<file path="config.mk">
export PLATFORM = sky130hd
export DESIGN_NAME = uart_dual
export DESIGN_NICKNAME = d
export VERILOG_FILES = /design/src/pkg/uart_pkg.sv /design/src/uart_dual.sv /design/src/uart_fifo.sv
export SDC_FILE = /design/constraint.sdc
export NUM_CORES = 2
export LEC_CHECK = 0
export BUFFER_PORTS_ARGS = -buffer_cell sky130_fd_sc_hd__buf_2
export CAP_MARGIN = 15
export CORE_ASPECT_RATIO = 0.8
export CORE_MARGIN = 2
export CORE_UTILIZATION = 50
export CTS_BUF_LIST = sky130_fd_sc_hd__clkbuf_16
export DETAILED_ROUTE_END_ITERATION = 7
export PLACE_DENSITY = 0.68
export RECOVER_POWER = 100
export SYNTH_ARGS = -nofsm -noshare
export SYNTH_HDL_FRONTEND = slang
export SYNTH_SLANG_ARGS = --single-unit
</file>
<file path="constraint.sdc">
create_clock -name aclk -period 8.4 [get_ports aclk]
set_input_delay 0.84 -clock aclk [delete_from_list [all_inputs] [get_ports aclk]]
set_output_delay 0.84 -clock aclk [all_outputs]
set_load 0.005 [all_outputs]
</file>
<file path="src/pkg/uart_pkg.sv">
// shared constants and state types for the dual serial channel block
package uart_pkg;
  localparam int NUM_CH = 2;
  localparam int FIFO_DEPTH = 16;
  localparam int FIFO_AW = 4;
  localparam int CHAR_W = 9;
  localparam int ADDR_W = 8;
  localparam logic [FIFO_AW:0] FIFO_FULL = 5'h10;
  // register word offsets inside one channel window
  localparam logic [3:0] OFF_DATA = 4'h0;
  localparam logic [3:0] OFF_LINE = 4'h1;
  localparam logic [3:0] OFF_FIFO = 4'h2;
  localparam logic [3:0] OFF_BAUD = 4'h3;
  localparam logic [3:0] OFF_TMO = 4'h4;
  localparam logic [3:0] OFF_STAT = 4'h5;
  localparam int CH_SEL_BIT = 6;
  localparam int UNMAP_BIT = 7;
  // line control fields
  localparam int LINE_WLEN_LSB = 0;
  localparam int LINE_STOP_LSB = 2;
  localparam int LINE_PAR_EN = 4;
  localparam int LINE_PAR_EVEN = 5;
  localparam int LINE_PAR_STICK = 6;
  localparam int LINE_BRK_REQ = 7;
  localparam int LINE_MODE_LSB = 8;
  localparam int LINE_AUTO_FLOW = 10;
  localparam int LINE_AUTO_DIR = 11;
  localparam int LINE_RTS_SW = 12;
  localparam int LINE_NINE_BIT = 13;
  localparam int LINE_WAKE_EN = 14;
  localparam logic [31:0] LINE_MASK = 32'h0000_7fff;
  localparam logic [31:0] LINE_RST = 32'h0000_0003;
  // fifo control fields
  localparam int FCR_RX_TRIG_LSB = 0;
  localparam int FCR_RTS_TRIG_LSB = 4;
  localparam int FCR_RX_CLR = 8;
  localparam int FCR_TX_CLR = 9;
  localparam logic [31:0] FIFO_MASK = 32'h0000_00ff;
  localparam logic [31:0] FIFO_RST = 32'h0000_00e0;
  // timeout and gap fields
  localparam int TMO_CNT_LSB = 0;
  localparam int GAP_LSB = 8;
  localparam int BRK_LEN_LSB = 16;
  localparam logic [31:0] TMO_MASK = 32'h00ff_ffff;
  localparam logic [31:0] TMO_RST = 32'h000d_0000;
  localparam logic [15:0] BAUD_RST = 16'h000a;
  // function modes
  localparam logic [1:0] MODE_UART = 2'h0;
  localparam logic [1:0] MODE_IRDA = 2'h1;
  localparam logic [1:0] MODE_LIN = 2'h2;
  localparam logic [1:0] MODE_RS485 = 2'h3;
  // bit timing in oversample ticks
  localparam logic [3:0] RX_MID = 4'h7;
  localparam logic [3:0] RX_LAST = 4'hf;
  localparam logic [11:0] BIT_TICKS = 12'h010;
  localparam logic [11:0] IRDA_PULSE = 12'h003;
  localparam logic [5:0] STOP_1 = 6'h10;
  localparam logic [5:0] STOP_15 = 6'h18;
  localparam logic [5:0] STOP_2 = 6'h20;
  localparam logic [4:0] IRDA_HOLD = 5'h10;
  localparam logic [1:0] RESP_OKAY = 2'h0;
  localparam logic [1:0] RESP_SLVERR = 2'h2;
  typedef enum logic [6:0] {
    TX_IDLE = 7'h01, TX_START = 7'h02, TX_DATA = 7'h04, TX_PAR = 7'h08,
    TX_STOP = 7'h10, TX_GAP = 7'h20, TX_BRK = 7'h40
  } tx_state_e;
  typedef enum logic [4:0] {
    RX_IDLE = 5'h01, RX_START = 5'h02, RX_DATA = 5'h04, RX_PAR = 5'h08, RX_STOP = 5'h10
  } rx_state_e;
endpackage

</file>
<file path="src/uart_dual.sv">
// two serial channels with irda, lin and rs485 modes behind an axi4-lite slave
`timescale 1ns/1ps
module uart_channel (
  // clock and reset
  input wire logic aclk,
  input wire logic aresetn,
  // register access
  input wire logic wr_stb,
  input wire logic [3:0] wr_off,
  input wire logic [31:0] wr_data,
  input wire logic [3:0] wr_strb,
  input wire logic rd_stb,
  input wire logic [3:0] rd_off,
  output logic [31:0] rd_data,
  // serial pins
  input wire logic rx_pin,
  input wire logic cts_n_pin,
  output logic tx_pin,
  output logic rts_n_pin,
  output logic wake
);
  import uart_pkg::*;

  function automatic logic [31:0] merge(input logic [31:0] old, input logic [31:0] val,
                                        input logic [3:0] strb);
    logic [31:0] m;
    m = {{8{strb[3]}}, {8{strb[2]}}, {8{strb[1]}}, {8{strb[0]}}};
    return (old & ~m) | (val & m);
  endfunction

  function automatic logic par_of(input logic [8:0] d, input logic [3:0] nbits);
    logic p;
    p = 1'b0;
    for (int i = 0; i < 9; i++)
      if (i < nbits)
        p = p ^ d[i];
    return p;
  endfunction

  logic [31:0] line_ctrl;
  logic [31:0] fifo_ctrl;
  logic [15:0] baud_div;
  logic [31:0] tmo_reg;
  logic [6:0] stat;
  logic [15:0] baud_cnt;
  logic tick;
  logic [2:0] rx_sync;
  logic [2:0] cts_sync;
  logic rx_f;
  logic cts_f;
  logic cts_prev;
  logic [4:0] irda_hold;
  logic [8:0] tx_head;
  logic [8:0] rx_head;
  logic [4:0] tx_cnt;
  logic [4:0] rx_cnt;
  tx_state_e tx_state;
  logic [11:0] tx_ticks;
  logic [3:0] tx_bits;
  logic [8:0] tx_shift;
  logic tx_par;
  logic tx_bit;
  rx_state_e rx_state;
  logic [3:0] rx_ticks;
  logic [3:0] rx_bits;
  logic [8:0] rx_shift;
  logic rx_allz;
  logic rx_prev;
  logic rx_push;
  logic [8:0] rx_word;
  logic ev_par;
  logic ev_frm;
  logic ev_brk;
  logic [7:0] tmo_cnt;
  logic [3:0] tmo_sub;
  logic brk_clear;

  // decode of register strobes and configuration fields
  wire wr_line = wr_stb && wr_off == OFF_LINE;
  wire wr_fifo = wr_stb && wr_off == OFF_FIFO;
  wire wr_char = wr_stb && wr_off == OFF_DATA && wr_strb[0];
  wire wr_stat = wr_stb && wr_off == OFF_STAT && wr_strb[0];
  wire rx_pop = rd_stb && rd_off == OFF_DATA;
  wire [1:0] mode = line_ctrl[LINE_MODE_LSB +: 2];
  wire irda = mode == MODE_IRDA;
  wire lin = mode == MODE_LIN;
  wire rs485 = mode == MODE_RS485;
  wire nine = rs485 && line_ctrl[LINE_NINE_BIT];
  wire [3:0] nbits = nine ? 4'h9 : {2'h0, line_ctrl[LINE_WLEN_LSB +: 2]} + 4'h5;
  wire par_en = line_ctrl[LINE_PAR_EN];
  wire par_even = line_ctrl[LINE_PAR_EVEN];
  wire par_stick = line_ctrl[LINE_PAR_STICK];
  wire [1:0] stop_sel = line_ctrl[LINE_STOP_LSB +: 2];
  wire [5:0] stop_ticks = (stop_sel == 2'h0) ? STOP_1 : (stop_sel == 2'h1) ? STOP_15 : STOP_2;
  wire [7:0] tmo_val = tmo_reg[TMO_CNT_LSB +: 8];
  wire [7:0] gap_bits = tmo_reg[GAP_LSB +: 8];
  wire [7:0] brk_bits = tmo_reg[BRK_LEN_LSB +: 8];
  wire [4:0] rx_trig_lvl = {1'b0, fifo_ctrl[FCR_RX_TRIG_LSB +: 4]} + 5'h01;
  wire [4:0] rts_lvl = {1'b0, fifo_ctrl[FCR_RTS_TRIG_LSB +: 4]} + 5'h01;
  wire rx_clr = wr_fifo && wr_strb[1] && wr_data[FCR_RX_CLR];
  wire tx_clr = wr_fifo && wr_strb[1] && wr_data[FCR_TX_CLR];
  // divisor is only sixteen bits; the upper merged half is dropped on purpose
  wire [31:0] baud_wr = merge({16'h0000, baud_div}, wr_data, wr_strb);

  // registers; a hardware clear of the break request loses to a software write
  always_ff @(posedge aclk)
  begin
    if (!aresetn)
    begin
      line_ctrl <= LINE_RST;
      fifo_ctrl <= FIFO_RST;
      baud_div <= BAUD_RST;
      tmo_reg <= TMO_RST;
    end
    else
    begin
      if (brk_clear)
        line_ctrl[LINE_BRK_REQ] <= 1'b0;
      if (wr_line)
        line_ctrl <= merge(line_ctrl, wr_data, wr_strb) & LINE_MASK;
      if (wr_fifo)
        fifo_ctrl <= merge(fifo_ctrl, wr_data, wr_strb) & FIFO_MASK;
      if (wr_stb && wr_off == OFF_BAUD)
        baud_div <= baud_wr[15:0];
      if (wr_stb && wr_off == OFF_TMO)
        tmo_reg <= merge(tmo_reg, wr_data, wr_strb) & TMO_MASK;
    end
  end

  // sixteen-times oversample tick from this channel's own divider
  always_ff @(posedge aclk)
  begin
    if (!aresetn || baud_cnt >= baud_div)
      baud_cnt <= '0;
    else
      baud_cnt <= baud_cnt + 16'h0001;
    tick <= aresetn && baud_cnt >= baud_div;
  end

  // pin synchronisers; a level is taken once the second and third stages agree
  always_ff @(posedge aclk)
  begin
    if (!aresetn)
    begin
      rx_sync <= 3'h7;
      cts_sync <= 3'h7;
      rx_f <= 1'b1;
      cts_f <= 1'b1;
      cts_prev <= 1'b1;
    end
    else
    begin
      rx_sync <= {rx_sync[1:0], rx_pin};
      cts_sync <= {cts_sync[1:0], cts_n_pin};
      if (rx_sync[2] == rx_sync[1])
        rx_f <= rx_sync[2];
      if (cts_sync[2] == cts_sync[1])
        cts_f <= cts_sync[2];
      cts_prev <= cts_f;
    end
  end

  // irda receive: a short high pulse marks a zero bit, stretched over one bit time
  always_ff @(posedge aclk)
  begin
    if (!aresetn || !irda)
      irda_hold <= '0;
    else if (rx_f)
      irda_hold <= IRDA_HOLD;
    else if (tick && irda_hold != 5'h00)
      irda_hold <= irda_hold - 5'h01;
  end
  wire rx_line = irda ? (irda_hold == 5'h00) : rx_f;

  // queues
  wire tx_full = tx_cnt == FIFO_FULL;
  wire rx_full = rx_cnt == FIFO_FULL;
  wire brk_start = tx_state == TX_IDLE && line_ctrl[LINE_BRK_REQ];
  wire brk_len_ok = lin && brk_bits != 8'h00;
  wire cts_ok = !line_ctrl[LINE_AUTO_FLOW] || rs485 || !cts_f;
  wire tx_go = tx_state == TX_IDLE && !brk_start && tx_cnt != 5'h00 && cts_ok;

  uart_fifo u_tx_fifo (
    .aclk(aclk),
    .aresetn(aresetn),
    .clr(tx_clr),
    .push(wr_char),
    .wdata(wr_data[8:0]),
    .pop(tx_go),
    .head(tx_head),
    .count(tx_cnt)
  );

  uart_fifo u_rx_fifo (
    .aclk(aclk),
    .aresetn(aresetn),
    .clr(rx_clr),
    .push(rx_push),
    .wdata(rx_word),
    .pop(rx_pop),
    .head(rx_head),
    .count(rx_cnt)
  );

  // transmitter element timing
  wire [11:0] tx_len = (tx_state == TX_STOP) ? {6'h00, stop_ticks} :
                       (tx_state == TX_GAP) ? {gap_bits, 4'h0} :
                       (tx_state == TX_BRK) ? {brk_bits, 4'h0} : BIT_TICKS;
  wire tx_elem_end = tick && tx_ticks == tx_len - 12'h001;
  assign brk_clear = (brk_start && !brk_len_ok) || (tx_state == TX_BRK && tx_elem_end);
  wire tx_par_bit = par_stick ? ~par_even : (par_even ? tx_par : ~tx_par);

  always_ff @(posedge aclk)
  begin
    if (!aresetn)
    begin
      tx_state <= TX_IDLE;
      tx_ticks <= '0;
      tx_bits <= '0;
      tx_shift <= '0;
      tx_par <= 1'b0;
      tx_bit <= 1'b1;
    end
    else
    begin
      if (tick)
        tx_ticks <= tx_elem_end ? 12'h000 : tx_ticks + 12'h001;
      case (tx_state)
        TX_IDLE:
        begin
          tx_ticks <= '0;
          tx_bit <= 1'b1;
          if (brk_start && brk_len_ok)
          begin
            tx_state <= TX_BRK;
            tx_bit <= 1'b0;
          end
          else if (tx_go)
          begin
            tx_state <= TX_START;
            tx_shift <= tx_head;
            tx_par <= par_of(tx_head, nbits);
            tx_bit <= 1'b0;
          end
        end
        TX_BRK:
          if (tx_elem_end)
          begin
            tx_state <= TX_STOP;
            tx_bit <= 1'b1;
          end
        TX_START:
          if (tx_elem_end)
          begin
            tx_state <= TX_DATA;
            tx_bits <= '0;
            tx_bit <= tx_shift[0];
          end
        TX_DATA:
          if (tx_elem_end)
          begin
            tx_shift <= tx_shift >> 1;
            tx_bits <= tx_bits + 4'h1;
            tx_bit <= tx_shift[1];
            if (tx_bits == nbits - 4'h1)
            begin
              tx_state <= par_en ? TX_PAR : TX_STOP;
              tx_bit <= par_en ? tx_par_bit : 1'b1;
            end
          end
        TX_PAR:
          if (tx_elem_end)
          begin
            tx_state <= TX_STOP;
            tx_bit <= 1'b1;
          end
        TX_STOP:
          if (tx_elem_end)
            tx_state <= (gap_bits != 8'h00) ? TX_GAP : TX_IDLE;
        TX_GAP:
          if (tx_elem_end)
            tx_state <= TX_IDLE;
        default:
          tx_state <= TX_IDLE;
      endcase
    end
  end

  // receiver; samples land mid-bit after the start bit is confirmed at its centre
  wire rx_samp = tick && rx_ticks == ((rx_state == RX_START) ? RX_MID : RX_LAST);
  wire [8:0] rx_char = rx_shift >> (4'h9 - nbits);
  wire rx_par_exp = par_stick ? ~par_even :
                    (par_even ? par_of(rx_char, nbits) : ~par_of(rx_char, nbits));
  wire rx_is_brk = rx_allz && !rx_line;

  always_ff @(posedge aclk)
  begin
    if (!aresetn)
    begin
      rx_state <= RX_IDLE;
      rx_ticks <= '0;
      rx_bits <= '0;
      rx_shift <= '0;
      rx_allz <= 1'b0;
      rx_prev <= 1'b1;
      rx_push <= 1'b0;
      rx_word <= '0;
      ev_par <= 1'b0;
      ev_frm <= 1'b0;
      ev_brk <= 1'b0;
    end
    else
    begin
      rx_push <= 1'b0;
      ev_par <= 1'b0;
      ev_frm <= 1'b0;
      ev_brk <= 1'b0;
      if (tick)
      begin
        rx_prev <= rx_line;
        rx_ticks <= rx_samp ? 4'h0 : rx_ticks + 4'h1;
      end
      case (rx_state)
        RX_IDLE:
        begin
          rx_ticks <= '0;
          if (tick && rx_prev && !rx_line)
            rx_state <= RX_START;
        end
        RX_START:
          if (rx_samp)
          begin
            rx_state <= rx_line ? RX_IDLE : RX_DATA;
            rx_bits <= '0;
            rx_allz <= 1'b1;
          end
        RX_DATA:
          if (rx_samp)
          begin
            rx_shift <= {rx_line, rx_shift[8:1]};
            rx_allz <= rx_allz & ~rx_line;
            rx_bits <= rx_bits + 4'h1;
            if (rx_bits == nbits - 4'h1)
              rx_state <= par_en ? RX_PAR : RX_STOP;
          end
        RX_PAR:
          if (rx_samp)
          begin
            ev_par <= rx_line != rx_par_exp;
            rx_allz <= rx_allz & ~rx_line;
            rx_state <= RX_STOP;
          end
        RX_STOP:
          if (rx_samp)
          begin
            ev_brk <= rx_is_brk;
            ev_frm <= !rx_line && !rx_is_brk;
            rx_push <= !rx_is_brk;
            rx_word <= rx_char;
            rx_state <= RX_IDLE;
          end
        default:
          rx_state <= RX_IDLE;
      endcase
    end
  end

  // receive timeout counts whole bit times while unread data sits idle
  wire tmo_hold = rx_push || rx_pop || rx_cnt == 5'h00 || rx_state != RX_IDLE || tmo_val == 8'h00;
  wire ev_tmo = !tmo_hold && tick && tmo_sub == 4'hf && tmo_cnt == tmo_val - 8'h01;

  always_ff @(posedge aclk)
  begin
    if (!aresetn || tmo_hold)
    begin
      tmo_cnt <= '0;
      tmo_sub <= '0;
    end
    else if (tick)
    begin
      tmo_sub <= tmo_sub + 4'h1;
      if (tmo_sub == 4'hf && tmo_cnt != tmo_val)
        tmo_cnt <= tmo_cnt + 8'h01;
    end
  end

  // sticky events; a new event wins over a write-one clear in the same cycle
  wire ev_cts = cts_prev != cts_f;
  wire [6:0] ev_set = {ev_cts, ev_tmo, ev_brk, ev_frm, ev_par, wr_char && tx_full,
                       rx_push && rx_full};
  wire [6:0] ev_clr = wr_stat ? wr_data[6:0] : 7'h00;
  wire rx_trig = rx_cnt >= rx_trig_lvl;
  wire tx_empty = tx_cnt == 5'h00;
  wire tx_busy = tx_state != TX_IDLE;
  wire [6:0] src = {stat[1] | stat[0], stat[6], stat[5], stat[4], stat[3] | stat[2],
                    tx_empty, rx_trig};
  wire rts_flow = line_ctrl[LINE_AUTO_FLOW] ? (rx_cnt < rts_lvl) : line_ctrl[LINE_RTS_SW];
  wire rts_dir = line_ctrl[LINE_AUTO_DIR] ? (tx_busy || !tx_empty) : line_ctrl[LINE_RTS_SW];

  always_ff @(posedge aclk)
  begin
    if (!aresetn)
    begin
      stat <= '0;
      tx_pin <= 1'b1;
      rts_n_pin <= 1'b1;
      wake <= 1'b0;
    end
    else
    begin
      stat <= (stat & ~ev_clr) | ev_set;
      tx_pin <= irda ? (!tx_bit && tx_ticks < IRDA_PULSE) : tx_bit;
      rts_n_pin <= rs485 ? ~rts_dir : ~rts_flow;
      wake <= line_ctrl[LINE_WAKE_EN] && stat[6];
    end
  end

  wire [31:0] stat_word = {3'h0, rx_cnt, 1'b0, src, 2'h0, tx_busy, cts_f, tx_full,
                           rx_cnt == 5'h00, tx_empty, rx_trig, 1'b0, stat};
  assign rd_data = (rd_off == OFF_DATA) ? {23'h000000, rx_head} :
                   (rd_off == OFF_LINE) ? line_ctrl :
                   (rd_off == OFF_FIFO) ? fifo_ctrl :
                   (rd_off == OFF_BAUD) ? {16'h0000, baud_div} :
                   (rd_off == OFF_TMO) ? tmo_reg :
                   (rd_off == OFF_STAT) ? stat_word : 32'h0000_0000;
endmodule // uart_channel

module uart_dual (
  // clock and reset
  input wire logic aclk,
  input wire logic aresetn,
  // axi4-lite write channels
  input wire logic [uart_pkg::ADDR_W-1:0] awaddr,
  input wire logic awvalid,
  output logic awready,
  input wire logic [31:0] wdata,
  input wire logic [3:0] wstrb,
  input wire logic wvalid,
  output logic wready,
  output logic [1:0] bresp,
  output logic bvalid,
  input wire logic bready,
  // axi4-lite read channels
  input wire logic [uart_pkg::ADDR_W-1:0] araddr,
  input wire logic arvalid,
  output logic arready,
  output logic [31:0] rdata,
  output logic [1:0] rresp,
  output logic rvalid,
  input wire logic rready,
  // channel 0 pins
  input wire logic rx0,
  input wire logic cts0_n,
  output logic tx0,
  output logic rts0_n,
  output logic wake0,
  // channel 1 pins
  input wire logic rx1,
  input wire logic cts1_n,
  output logic tx1,
  output logic rts1_n,
  output logic wake1
);
  import uart_pkg::*;

  function automatic logic addr_ok(input logic [ADDR_W-1:0] a);
    return !a[UNMAP_BIT] && a[5:2] <= OFF_STAT && a[1:0] == 2'h0;
  endfunction

  logic [ADDR_W-1:0] aw_addr;
  logic [31:0] w_data;
  logic [3:0] w_strb;
  logic aw_held;
  logic w_held;
  logic [31:0] ch_rd [NUM_CH];
  logic [NUM_CH-1:0] rx_in;
  logic [NUM_CH-1:0] cts_in;
  logic [NUM_CH-1:0] tx_out;
  logic [NUM_CH-1:0] rts_out;
  logic [NUM_CH-1:0] wake_out;

  wire aw_take = awvalid && awready;
  wire w_take = wvalid && wready;
  wire ar_take = arvalid && arready;
  wire do_wr = aw_held && w_held && !bvalid;
  wire next_aw_held = !do_wr && (aw_held || aw_take);
  wire next_w_held = !do_wr && (w_held || w_take);
  wire next_bvalid = bvalid ? !bready : do_wr;
  wire next_rvalid = rvalid ? !rready : ar_take;
  wire wr_ok = addr_ok(aw_addr);
  wire rd_ok = addr_ok(araddr);

  always_ff @(posedge aclk)
  begin
    if (!aresetn)
    begin
      aw_held <= 1'b0;
      w_held <= 1'b0;
      awready <= 1'b0;
      wready <= 1'b0;
      bvalid <= 1'b0;
      bresp <= RESP_OKAY;
      arready <= 1'b0;
      rvalid <= 1'b0;
      rresp <= RESP_OKAY;
      rdata <= '0;
      aw_addr <= '0;
      w_data <= '0;
      w_strb <= '0;
    end
    else
    begin
      aw_held <= next_aw_held;
      w_held <= next_w_held;
      awready <= !next_aw_held && !next_bvalid;
      wready <= !next_w_held && !next_bvalid;
      bvalid <= next_bvalid;
      arready <= !next_rvalid;
      rvalid <= next_rvalid;
      if (aw_take)
        aw_addr <= awaddr;
      if (w_take)
      begin
        w_data <= wdata;
        w_strb <= wstrb;
      end
      if (do_wr)
        bresp <= wr_ok ? RESP_OKAY : RESP_SLVERR;
      if (ar_take)
      begin
        rresp <= rd_ok ? RESP_OKAY : RESP_SLVERR;
        rdata <= rd_ok ? ch_rd[araddr[CH_SEL_BIT]] : 32'h0000_0000;
      end
    end
  end

  assign rx_in = {rx1, rx0};
  assign cts_in = {cts1_n, cts0_n};
  assign tx0 = tx_out[0];
  assign tx1 = tx_out[1];
  assign rts0_n = rts_out[0];
  assign rts1_n = rts_out[1];
  assign wake0 = wake_out[0];
  assign wake1 = wake_out[1];

  // two identical, independent channels
  for (genvar i = 0; i < NUM_CH; i++)
  begin : g_ch
    uart_channel u_ch (
      .aclk(aclk),
      .aresetn(aresetn),
      .wr_stb(do_wr && wr_ok && aw_addr[CH_SEL_BIT] == 1'(i)),
      .wr_off(aw_addr[5:2]),
      .wr_data(w_data),
      .wr_strb(w_strb),
      .rd_stb(ar_take && rd_ok && araddr[CH_SEL_BIT] == 1'(i)),
      .rd_off(araddr[5:2]),
      .rd_data(ch_rd[i]),
      .rx_pin(rx_in[i]),
      .cts_n_pin(cts_in[i]),
      .tx_pin(tx_out[i]),
      .rts_n_pin(rts_out[i]),
      .wake(wake_out[i])
    );
  end
endmodule // uart_dual

</file>
<file path="src/uart_fifo.sv">
// sixteen-entry character queue with registered head output
`timescale 1ns/1ps
module uart_fifo (
  // clock and reset
  input wire logic aclk,
  input wire logic aresetn,
  // control
  input wire logic clr,
  input wire logic push,
  input wire logic [uart_pkg::CHAR_W-1:0] wdata,
  input wire logic pop,
  // state
  output logic [uart_pkg::CHAR_W-1:0] head,
  output logic [uart_pkg::FIFO_AW:0] count
);
  import uart_pkg::*;
  logic [CHAR_W-1:0] mem [FIFO_DEPTH];
  logic [FIFO_AW-1:0] wptr;
  logic [FIFO_AW-1:0] rptr;
  wire full = count == FIFO_FULL;
  wire empty = count == '0;
  wire do_push = push & ~full;
  wire do_pop = pop & ~empty;
  wire [FIFO_AW-1:0] next_rptr = do_pop ? rptr + 1'b1 : rptr;
  wire [FIFO_AW:0] next_count = (do_push & ~do_pop) ? count + 1'b1 :
                                (do_pop & ~do_push) ? count - 1'b1 : count;
  // bypass keeps the head register in step with the count when a char lands on an empty queue
  wire bypass = do_push && wptr == next_rptr;

  always_ff @(posedge aclk)
  begin
    if (!aresetn || clr)
    begin
      wptr <= '0;
      rptr <= '0;
      count <= '0;
      head <= '0;
    end
    else
    begin
      if (do_push)
        wptr <= wptr + 1'b1;
      rptr <= next_rptr;
      count <= next_count;
      head <= bypass ? wdata : mem[next_rptr];
    end
  end

  always_ff @(posedge aclk)
  begin
    if (do_push)
      mem[wptr] <= wdata;
  end
endmodule // uart_fifo

</file>
**Word level (Yosys, flattened, before mapping)**

Memories as Yosys holds them, arrays and structs flattened. A register that Yosys moved wholly into a read port is not among the register bits.
Cells that the tools add are included.

- Bits of input ports: 63
- Output and inout bits: 47
- Memories: 4
- RAM bits: 576
- Register bits after elaboration: 504

- Shift operators: 2
- Reductions and logical operators: 228
- Muxes and demuxes: 268
- Add/sub/neg operators: 46
- Bitwise gates (word level): 112
- Magnitude comparators: 29
- Equal/unequal tests: 104

Memories:

| name | depth | bits a word | read ports | clocked after memory_dff | wr ports | line | RTL |
|---|---|---|---|---|---|---|---|
| g_ch[0].u_ch.u_rx_fifo.mem | 16 | 9 | 1 | 1 | 1 | uart_fifo.sv:17 | `logic [CHAR_W-1:0] mem [FIFO_DEPTH];` |
| g_ch[0].u_ch.u_tx_fifo.mem | 16 | 9 | 1 | 1 | 1 | uart_fifo.sv:17 |  |
| g_ch[1].u_ch.u_rx_fifo.mem | 16 | 9 | 1 | 1 | 1 | uart_fifo.sv:17 |  |
| g_ch[1].u_ch.u_tx_fifo.mem | 16 | 9 | 1 | 1 | 1 | uart_fifo.sv:17 |  |

Operators by type and width:

| kind | count |
|---|---|
| 32-bit 2-to-1 mux | 14 |
| 1-bit 2-to-1 mux | 148 |
| 5-bit 2-to-1 mux | 28 |
| 7-bit 2-to-1 mux | 18 |
| 12-bit 2-to-1 mux | 8 |
| 1-bit logical AND | 93 |
| 7-bit case mux with 6 select lines | 2 |
| 24-bit AND | 3 |
| 4-bit 2-to-1 mux | 18 |
| 4-bit by 1-bit adder with 4-bit output, second input constant | 16 |
| 29-bit 2-to-1 mux | 2 |
| 9-bit 2-to-1 mux | 6 |
| 2-bit by 1-bit inequality test with 1-bit output, second input constant | 26 |
| 5-bit case mux with 5 select lines | 2 |
| 24-bit bitwise OR | 2 |
| 6-bit 2-to-1 mux | 6 |
| 9-bit case mux with 2 select lines | 2 |
| 3-bit AND reduction | 12 |
| 1-bit inverter | 33 |
| 16-bit by 1-bit adder with 16-bit output, second input constant | 2 |
| 16-bit AND | 2 |
| 16-bit >= comparator | 2 |
| 3-bit by 4-bit less-than comparator with 1-bit output, first input constant | 8 |
| 16-bit bitwise OR | 2 |
| 80 further kinds | 334 |

**Depth between registers and ports, before layout**

- Depth after elaboration: 54
- Mapped depth: 17

**By module**

From an unflattened synthesis, not the netlist that was laid out.

- Cells, all modules: 5,038
- Area, all modules: 57,108.5 um2

Modules (own cells, without submodules):

| module | instances | area each (um2) | cells each | seq. area each (um2) |
|---|---|---|---|---|
| uart_channel at g_ch[0].u_ch | 1 | 10,819.1 | 1,352 | 3,743.6 |
| uart_channel at g_ch[1].u_ch | 1 | 10,727.8 | 1,312 | 3,743.6 |
| uart_fifo at g_ch[0].u_ch.u_tx_fifo | 1 | 8,370.5 | 533 | 4,764.6 |
| uart_fifo at g_ch[1].u_ch.u_rx_fifo | 1 | 8,016.4 | 482 | 4,764.6 |
| uart_fifo at g_ch[1].u_ch.u_tx_fifo | 1 | 7,987.7 | 485 | 4,764.6 |
| uart_fifo at g_ch[0].u_ch.u_rx_fifo | 1 | 7,986.4 | 500 | 4,764.6 |
| uart_dual | 1 | 3,200.6 | 374 | 1,701.6 |

**Worst setup path before layout**

Ideal clock, no wire load.

- Kind: reg2reg
- Start point: reg g_ch[1].u_ch.tx_state[3]
- End point: reg g_ch[1].u_ch.tx_state[2]
- Setup time: 0.096 ns
- Path buffers: 4
- Slack: 4.108 ns
- Arrival time: 4.196 ns
- Period minus slack after synthesis: 4.292 ns
- Data required time: 8.304 ns
- Cell stages (with the launch flop): 16
- Cells stage by stage: dfxtp_1 clkbuf_1 or4_1 buf_2 or4b_4 or3b_2 ha_1 clkbuf_1 xnor2_1 or4_1 a31o_2 a32oi_1 o2111ai_4 a21o_1 buf_6 o41ai_2

- Word-level cells in the longest chain between the ends: 9

RTL lines:

| element | line | RTL |
|---|---|---|
| start, declared | uart_dual.sv:57 | `tx_state_e tx_state;` |
| start signal, assigned | uart_dual.sv:267 | `tx_state <= par_en ? TX_PAR : TX_STOP;` |
| start signal, assigned | uart_dual.sv:279 | `tx_state <= (gap_bits != 8'h00) ? TX_GAP : TX_IDLE;` |
| 7-bit equality test | uart_dual.sv:208, uart_dual.sv:228 |  |
| 12-bit 2-to-1 mux | uart_dual.sv:208 | `(tx_state == TX_BRK) ? {brk_bits, 4'h0} : BIT_TICKS;` |
| 12-bit 2-to-1 mux | uart_dual.sv:207 | `(tx_state == TX_GAP) ? {gap_bits, 4'h0} :` |
| 12-bit 2-to-1 mux | uart_dual.sv:206 | `wire [11:0] tx_len = (tx_state == TX_STOP) ? {6'h00, stop_ticks} :` |
| 12-bit by 1-bit subtractor with 12-bit output | uart_dual.sv:209 | `wire tx_elem_end = tick && tx_ticks == tx_len - 12'h001;` |
| 12-bit equality test | uart_dual.sv:209 |  |
| 1-bit logical AND | uart_dual.sv:209 |  |
| 2-bit by 1-bit inequality test with 1-bit output (no source line) | - |  |
| 7-bit AND reduction (no source line) | - |  |

Parallel ways exist; a longest one is shown, timed or not.
A chain may end at the register's enable or synchronous reset.

**Worst setup path after layout**

- Start point: reg g_ch[0].u_ch.tx_state[6]
- End point: reg g_ch[0].u_ch.u_tx_fifo.head[5] (netlist name), read port of g_ch[0].u_ch.u_tx_fifo.mem

- Word-level cells in the longest chain between the ends: 8

RTL lines:

| element | line | RTL |
|---|---|---|
| start, declared | uart_dual.sv:57 |  |
| start signal, assigned | uart_dual.sv:267 |  |
| start signal, assigned | uart_dual.sv:279 |  |
| 7-bit by 1-bit equality test with 1-bit output (*) | uart_dual.sv:178, uart_dual.sv:181 |  |
| 1-bit logical AND | uart_dual.sv:178 | `wire brk_start = tx_state == TX_IDLE && line_ctrl[LINE_BRK_REQ];` |
| 1-bit logical NOT | uart_dual.sv:181 | `wire tx_go = tx_state == TX_IDLE && !brk_start && tx_cnt != 5'h00 && cts_ok;` |
| 1-bit logical AND (*) (3 in series) | uart_dual.sv:181 |  |
| 1-bit AND (*) | uart_fifo.sv:23 | `wire do_pop = pop & ~empty;` |
| 4-bit 2-to-1 mux (*) | uart_fifo.sv:24 | `wire [FIFO_AW-1:0] next_rptr = do_pop ? rptr + 1'b1 : rptr;` |
| end, declared | uart_fifo.sv:13 | `output logic [uart_pkg::CHAR_W-1:0] head,` |

Mark *: on every way between the ends. The rest lies on a longest branch, timed or not.

==> out/qor.txt <==
WP data required: 8.95 ns
Tmin final: 6.37 ns
Area after DPL: 52900 um2
Std-Cell Rows: 105
critical path class: flip-flop to flip-flop
core area: 102000 um2
crit-path max FO: 24
detailed placer's ending HPWL: 93200 um
design area: 56300 um2
Seq/Total Area, Yosys: 0.547
Yosys top cell area share: 0.338
final RePlAce weighted congestion: 0.938
total wire length: 138000 um
hold_ws: 0.321 ns
Detailed Routing Iterations Pass 1: 6
Cell Pwr Density: 229 nW/um2
Num Clock Sinks: 1111
fin crit share: 0.758
clk_skew: 0.0480 ns
Worst Tran Pin Value: 3.62 ns
outcome: finished with violations
RSZ-0062 raised after global routing: no
CTS buffer count: 109
Final Setup Violations: 0
initial antenna violation count: 6
R2R setup slack: 2.03 ns
Setup WS post-layout: 2.03 ns
Async SR Flop Fraction: 0
Cells after Synth: 4924
DR iter-0 viols: 4244
Buffers on Ports: 95
CP arrival: 6.91 ns
Slew HR: -1.41
I/O pin total: 110
CTS Root Cell: clkbuf_16
Synth area leaders: edfxtp_1 (34%), dfxtp_1 (21%), nand2_1 (5.2%), mux2i_1 (4.3%), nor2_1 (3.8%)
postcts setup bufs: 0
Die Wd: 362 um
largest net degree at the start of global routing: 182
post-synthesis cell area: 51200 um2
worst setup path end: g_ch[0].u_ch.u_tx_fifo.head[5]$_SDFF_PP0_
worst setup path start: g_ch[0].u_ch.tx_state[6]$_SDFFE_PN0P_
first-pass GRT wire length: 210000 um
overall routing resource usage: 0.257
final setup TNS: 0 ns
Routed Antenna Nets: 0
Avg Inst Size Synth: 10.4 um2
Synth Register Bits: 1111
fin nets: 5103
Worst-path clk slew: 0.06 ns
Total Die Area: 105000 um2
LEAKAGE: 20.5 nW
CTS Buffer Depth: 3
DRC: 0
area delta synth->final: 9.95%
fraction of layout cells with a size suffix above 1: 0.0731
Vias per Instance: 5.92
Synthesis Warnings: 0
commonest cells in the synthesized netlist: nand2_1 (706), edfxtp_1 (576), dfxtp_1 (535)
number of max-cap violations: 20
Worst R2R Path Depth: 11
most common cell in the netlist: nand2_1
final hold viol count: 0
dpl ws: 3.36 ns
Post-synth EDFFs: 576
maximum VDD drop: 0.289 mV
Unique masters post-synth: 99
Die Height: 290 um
Max Freq: 0.157 GHz
H-tree depth: 3
Avg WL per Cell: 21.8 um
Synth area leader: edfxtp_1
CTS-repair resized insts: 0
Hold Crit Class: input port to flip-flop
Max Transition Viols Final: 604
failing checks: capacitance limit, slew limit
vias in the first global route: 34700
Initial Util: 0.502
Via Count: 37600
RR Startpoint: g_ch[0].u_ch.tx_state[6]$_SDFFE_PN0P_
grt ovf: 0
Reg2Reg Capture Point: g_ch[0].u_ch.u_tx_fifo.head[5]$_SDFF_PP0_
Worst-Skew Late Latency: 0.73 ns
final core utilization: 0.552
CTS tree: done
CP endpoint kind: flip-flop
ys flop type: edfxtp_1
CP Launch Type: flip-flop
hold buffer count at CTS: 0
[how the worst min path moves through the flow]
stage,from,end,slack (ns),depth (start not counted)
final,cts0_n,g_ch[0].u_ch.cts_sync[0]$_SDFF_PN1_,0.32,2
after global routing,cts0_n,g_ch[0].u_ch.cts_sync[0]$_SDFF_PN1_,0.31,2
after CTS,cts0_n,g_ch[0].u_ch.cts_sync[0]$_SDFF_PN1_,0.28,2
after detailed placement,g_ch[0].u_ch.rx_sync[0]$_SDFF_PN1_,g_ch[0].u_ch.rx_sync[1]$_SDFF_PN1_,0.40,1
after global placement,g_ch[1].u_ch.rx_sync[0]$_SDFF_PN1_,g_ch[1].u_ch.rx_sync[1]$_SDFF_PN1_,0.39,1
after floorplan,g_ch[0].u_ch.cts_sync[0]$_SDFF_PN1_,g_ch[0].u_ch.cts_sync[1]$_SDFF_PN1_,0.39,1
[layer usage]
layer	routed length (um)	global-route usage	part of all wire
met1	63700	0.390	0.46
met2	57800	0.370	0.42
met3	13600	0.0584	0.098
met4	3030	0.0670	0.022
met5	11	0	0.000080
[placed cells by master, fill, tap and decap left out, types with 14 or more instances in the layout]
cell type / instances
nand3_1: 162
nor4_1: 36
clkinv_1: 21
nand2b_1: 53
edfxtp_1: 576
and2_1: 43
xnor2_1: 132
mux4_2: 45
and3_1: 55
a211oi_1: 134
o211ai_1: 30
a21oi_1: 308
xor2_1: 115
nor2b_1: 58
a21o_1: 32
dfxtp_1: 535
nor2_1: 515
o221ai_1: 14
clkinv_2: 23
clkbuf_1: 48
a31oi_1: 38
buf_2: 71
inv_1: 133
o22ai_1: 22
o21ai_0: 132
a22oi_1: 31
nand2_1: 706
nor3_1: 59
mux2i_1: 216
nor3b_1: 15
clkbuf_16: 111
ha_1: 123
buf_4: 33
a311oi_1: 45
nand3b_1: 31
nand4_1: 37
or3_1: 15
[per-stage QoR]
step           std cells  total power, mW
2_1_floorplan       4928             7.58
4_1_cts             6345             13.0
5_1_grt             6347             13.4
6_report            6347             12.9
3_5_place_dp        6138             8.10
3_3_place_gp        6138             8.06
[where the power goes]
| part | switching [mW] | total (mW) | internal, mW |
|---|---|---|---|
| Clock | 2.16 | 4.95 | 2.79 |
| Sequential | 0.132 | 5.94 | 5.80 |
| Combinational | 1.22 | 2.04 | 0.822 |
| Total | 3.51 | 12.9 | 9.42 |
[critical path, cell delays in order (launching register included)]
cell      delay, ns
dfxtp_1        0.52
nor3_1         0.46
nand4b_1       0.50
nor2_2         0.63
nand2_1        0.14
xor2_1         2.25
buf_4          0.69
xnor2_1        0.11
nor4_1         0.40
nor2_1         0.23
nand3_1        0.13
o21ai_0        0.13
[final cells by class]
| type | count | area, um2 |
|---|---|---|
| diodes | 1 | 2.50 |
| clock buffers | 111 | 2780 |
| clock inverters | 96 | 871 |
| fillers | 8769 | 45700 |
| inverters | 114 | 435 |
| multi-input cells | 3423 | 21700 |
| flip-flops and latches | 1111 | 28000 |
| well taps | 1337 | 1670 |
| repair buffers | 154 | 831 |
[logic make-up after synthesis]
logic type | Yosys count | share of synthesized area
AND/OR/NAND/NOR | 1851 | 0.166
flip-flops | 1111 | 0.547
AO/OA/AOI/OAI | 909 | 0.115
buffers and inverters | 394 | 0.0311
multiplexers | 271 | 0.0641
XOR/XNOR | 259 | 0.0455
adder cells (fa/ha/maj) | 128 | 0.0318
other | 1 | 0.0000732
Power figures use the tool's default switching activity.
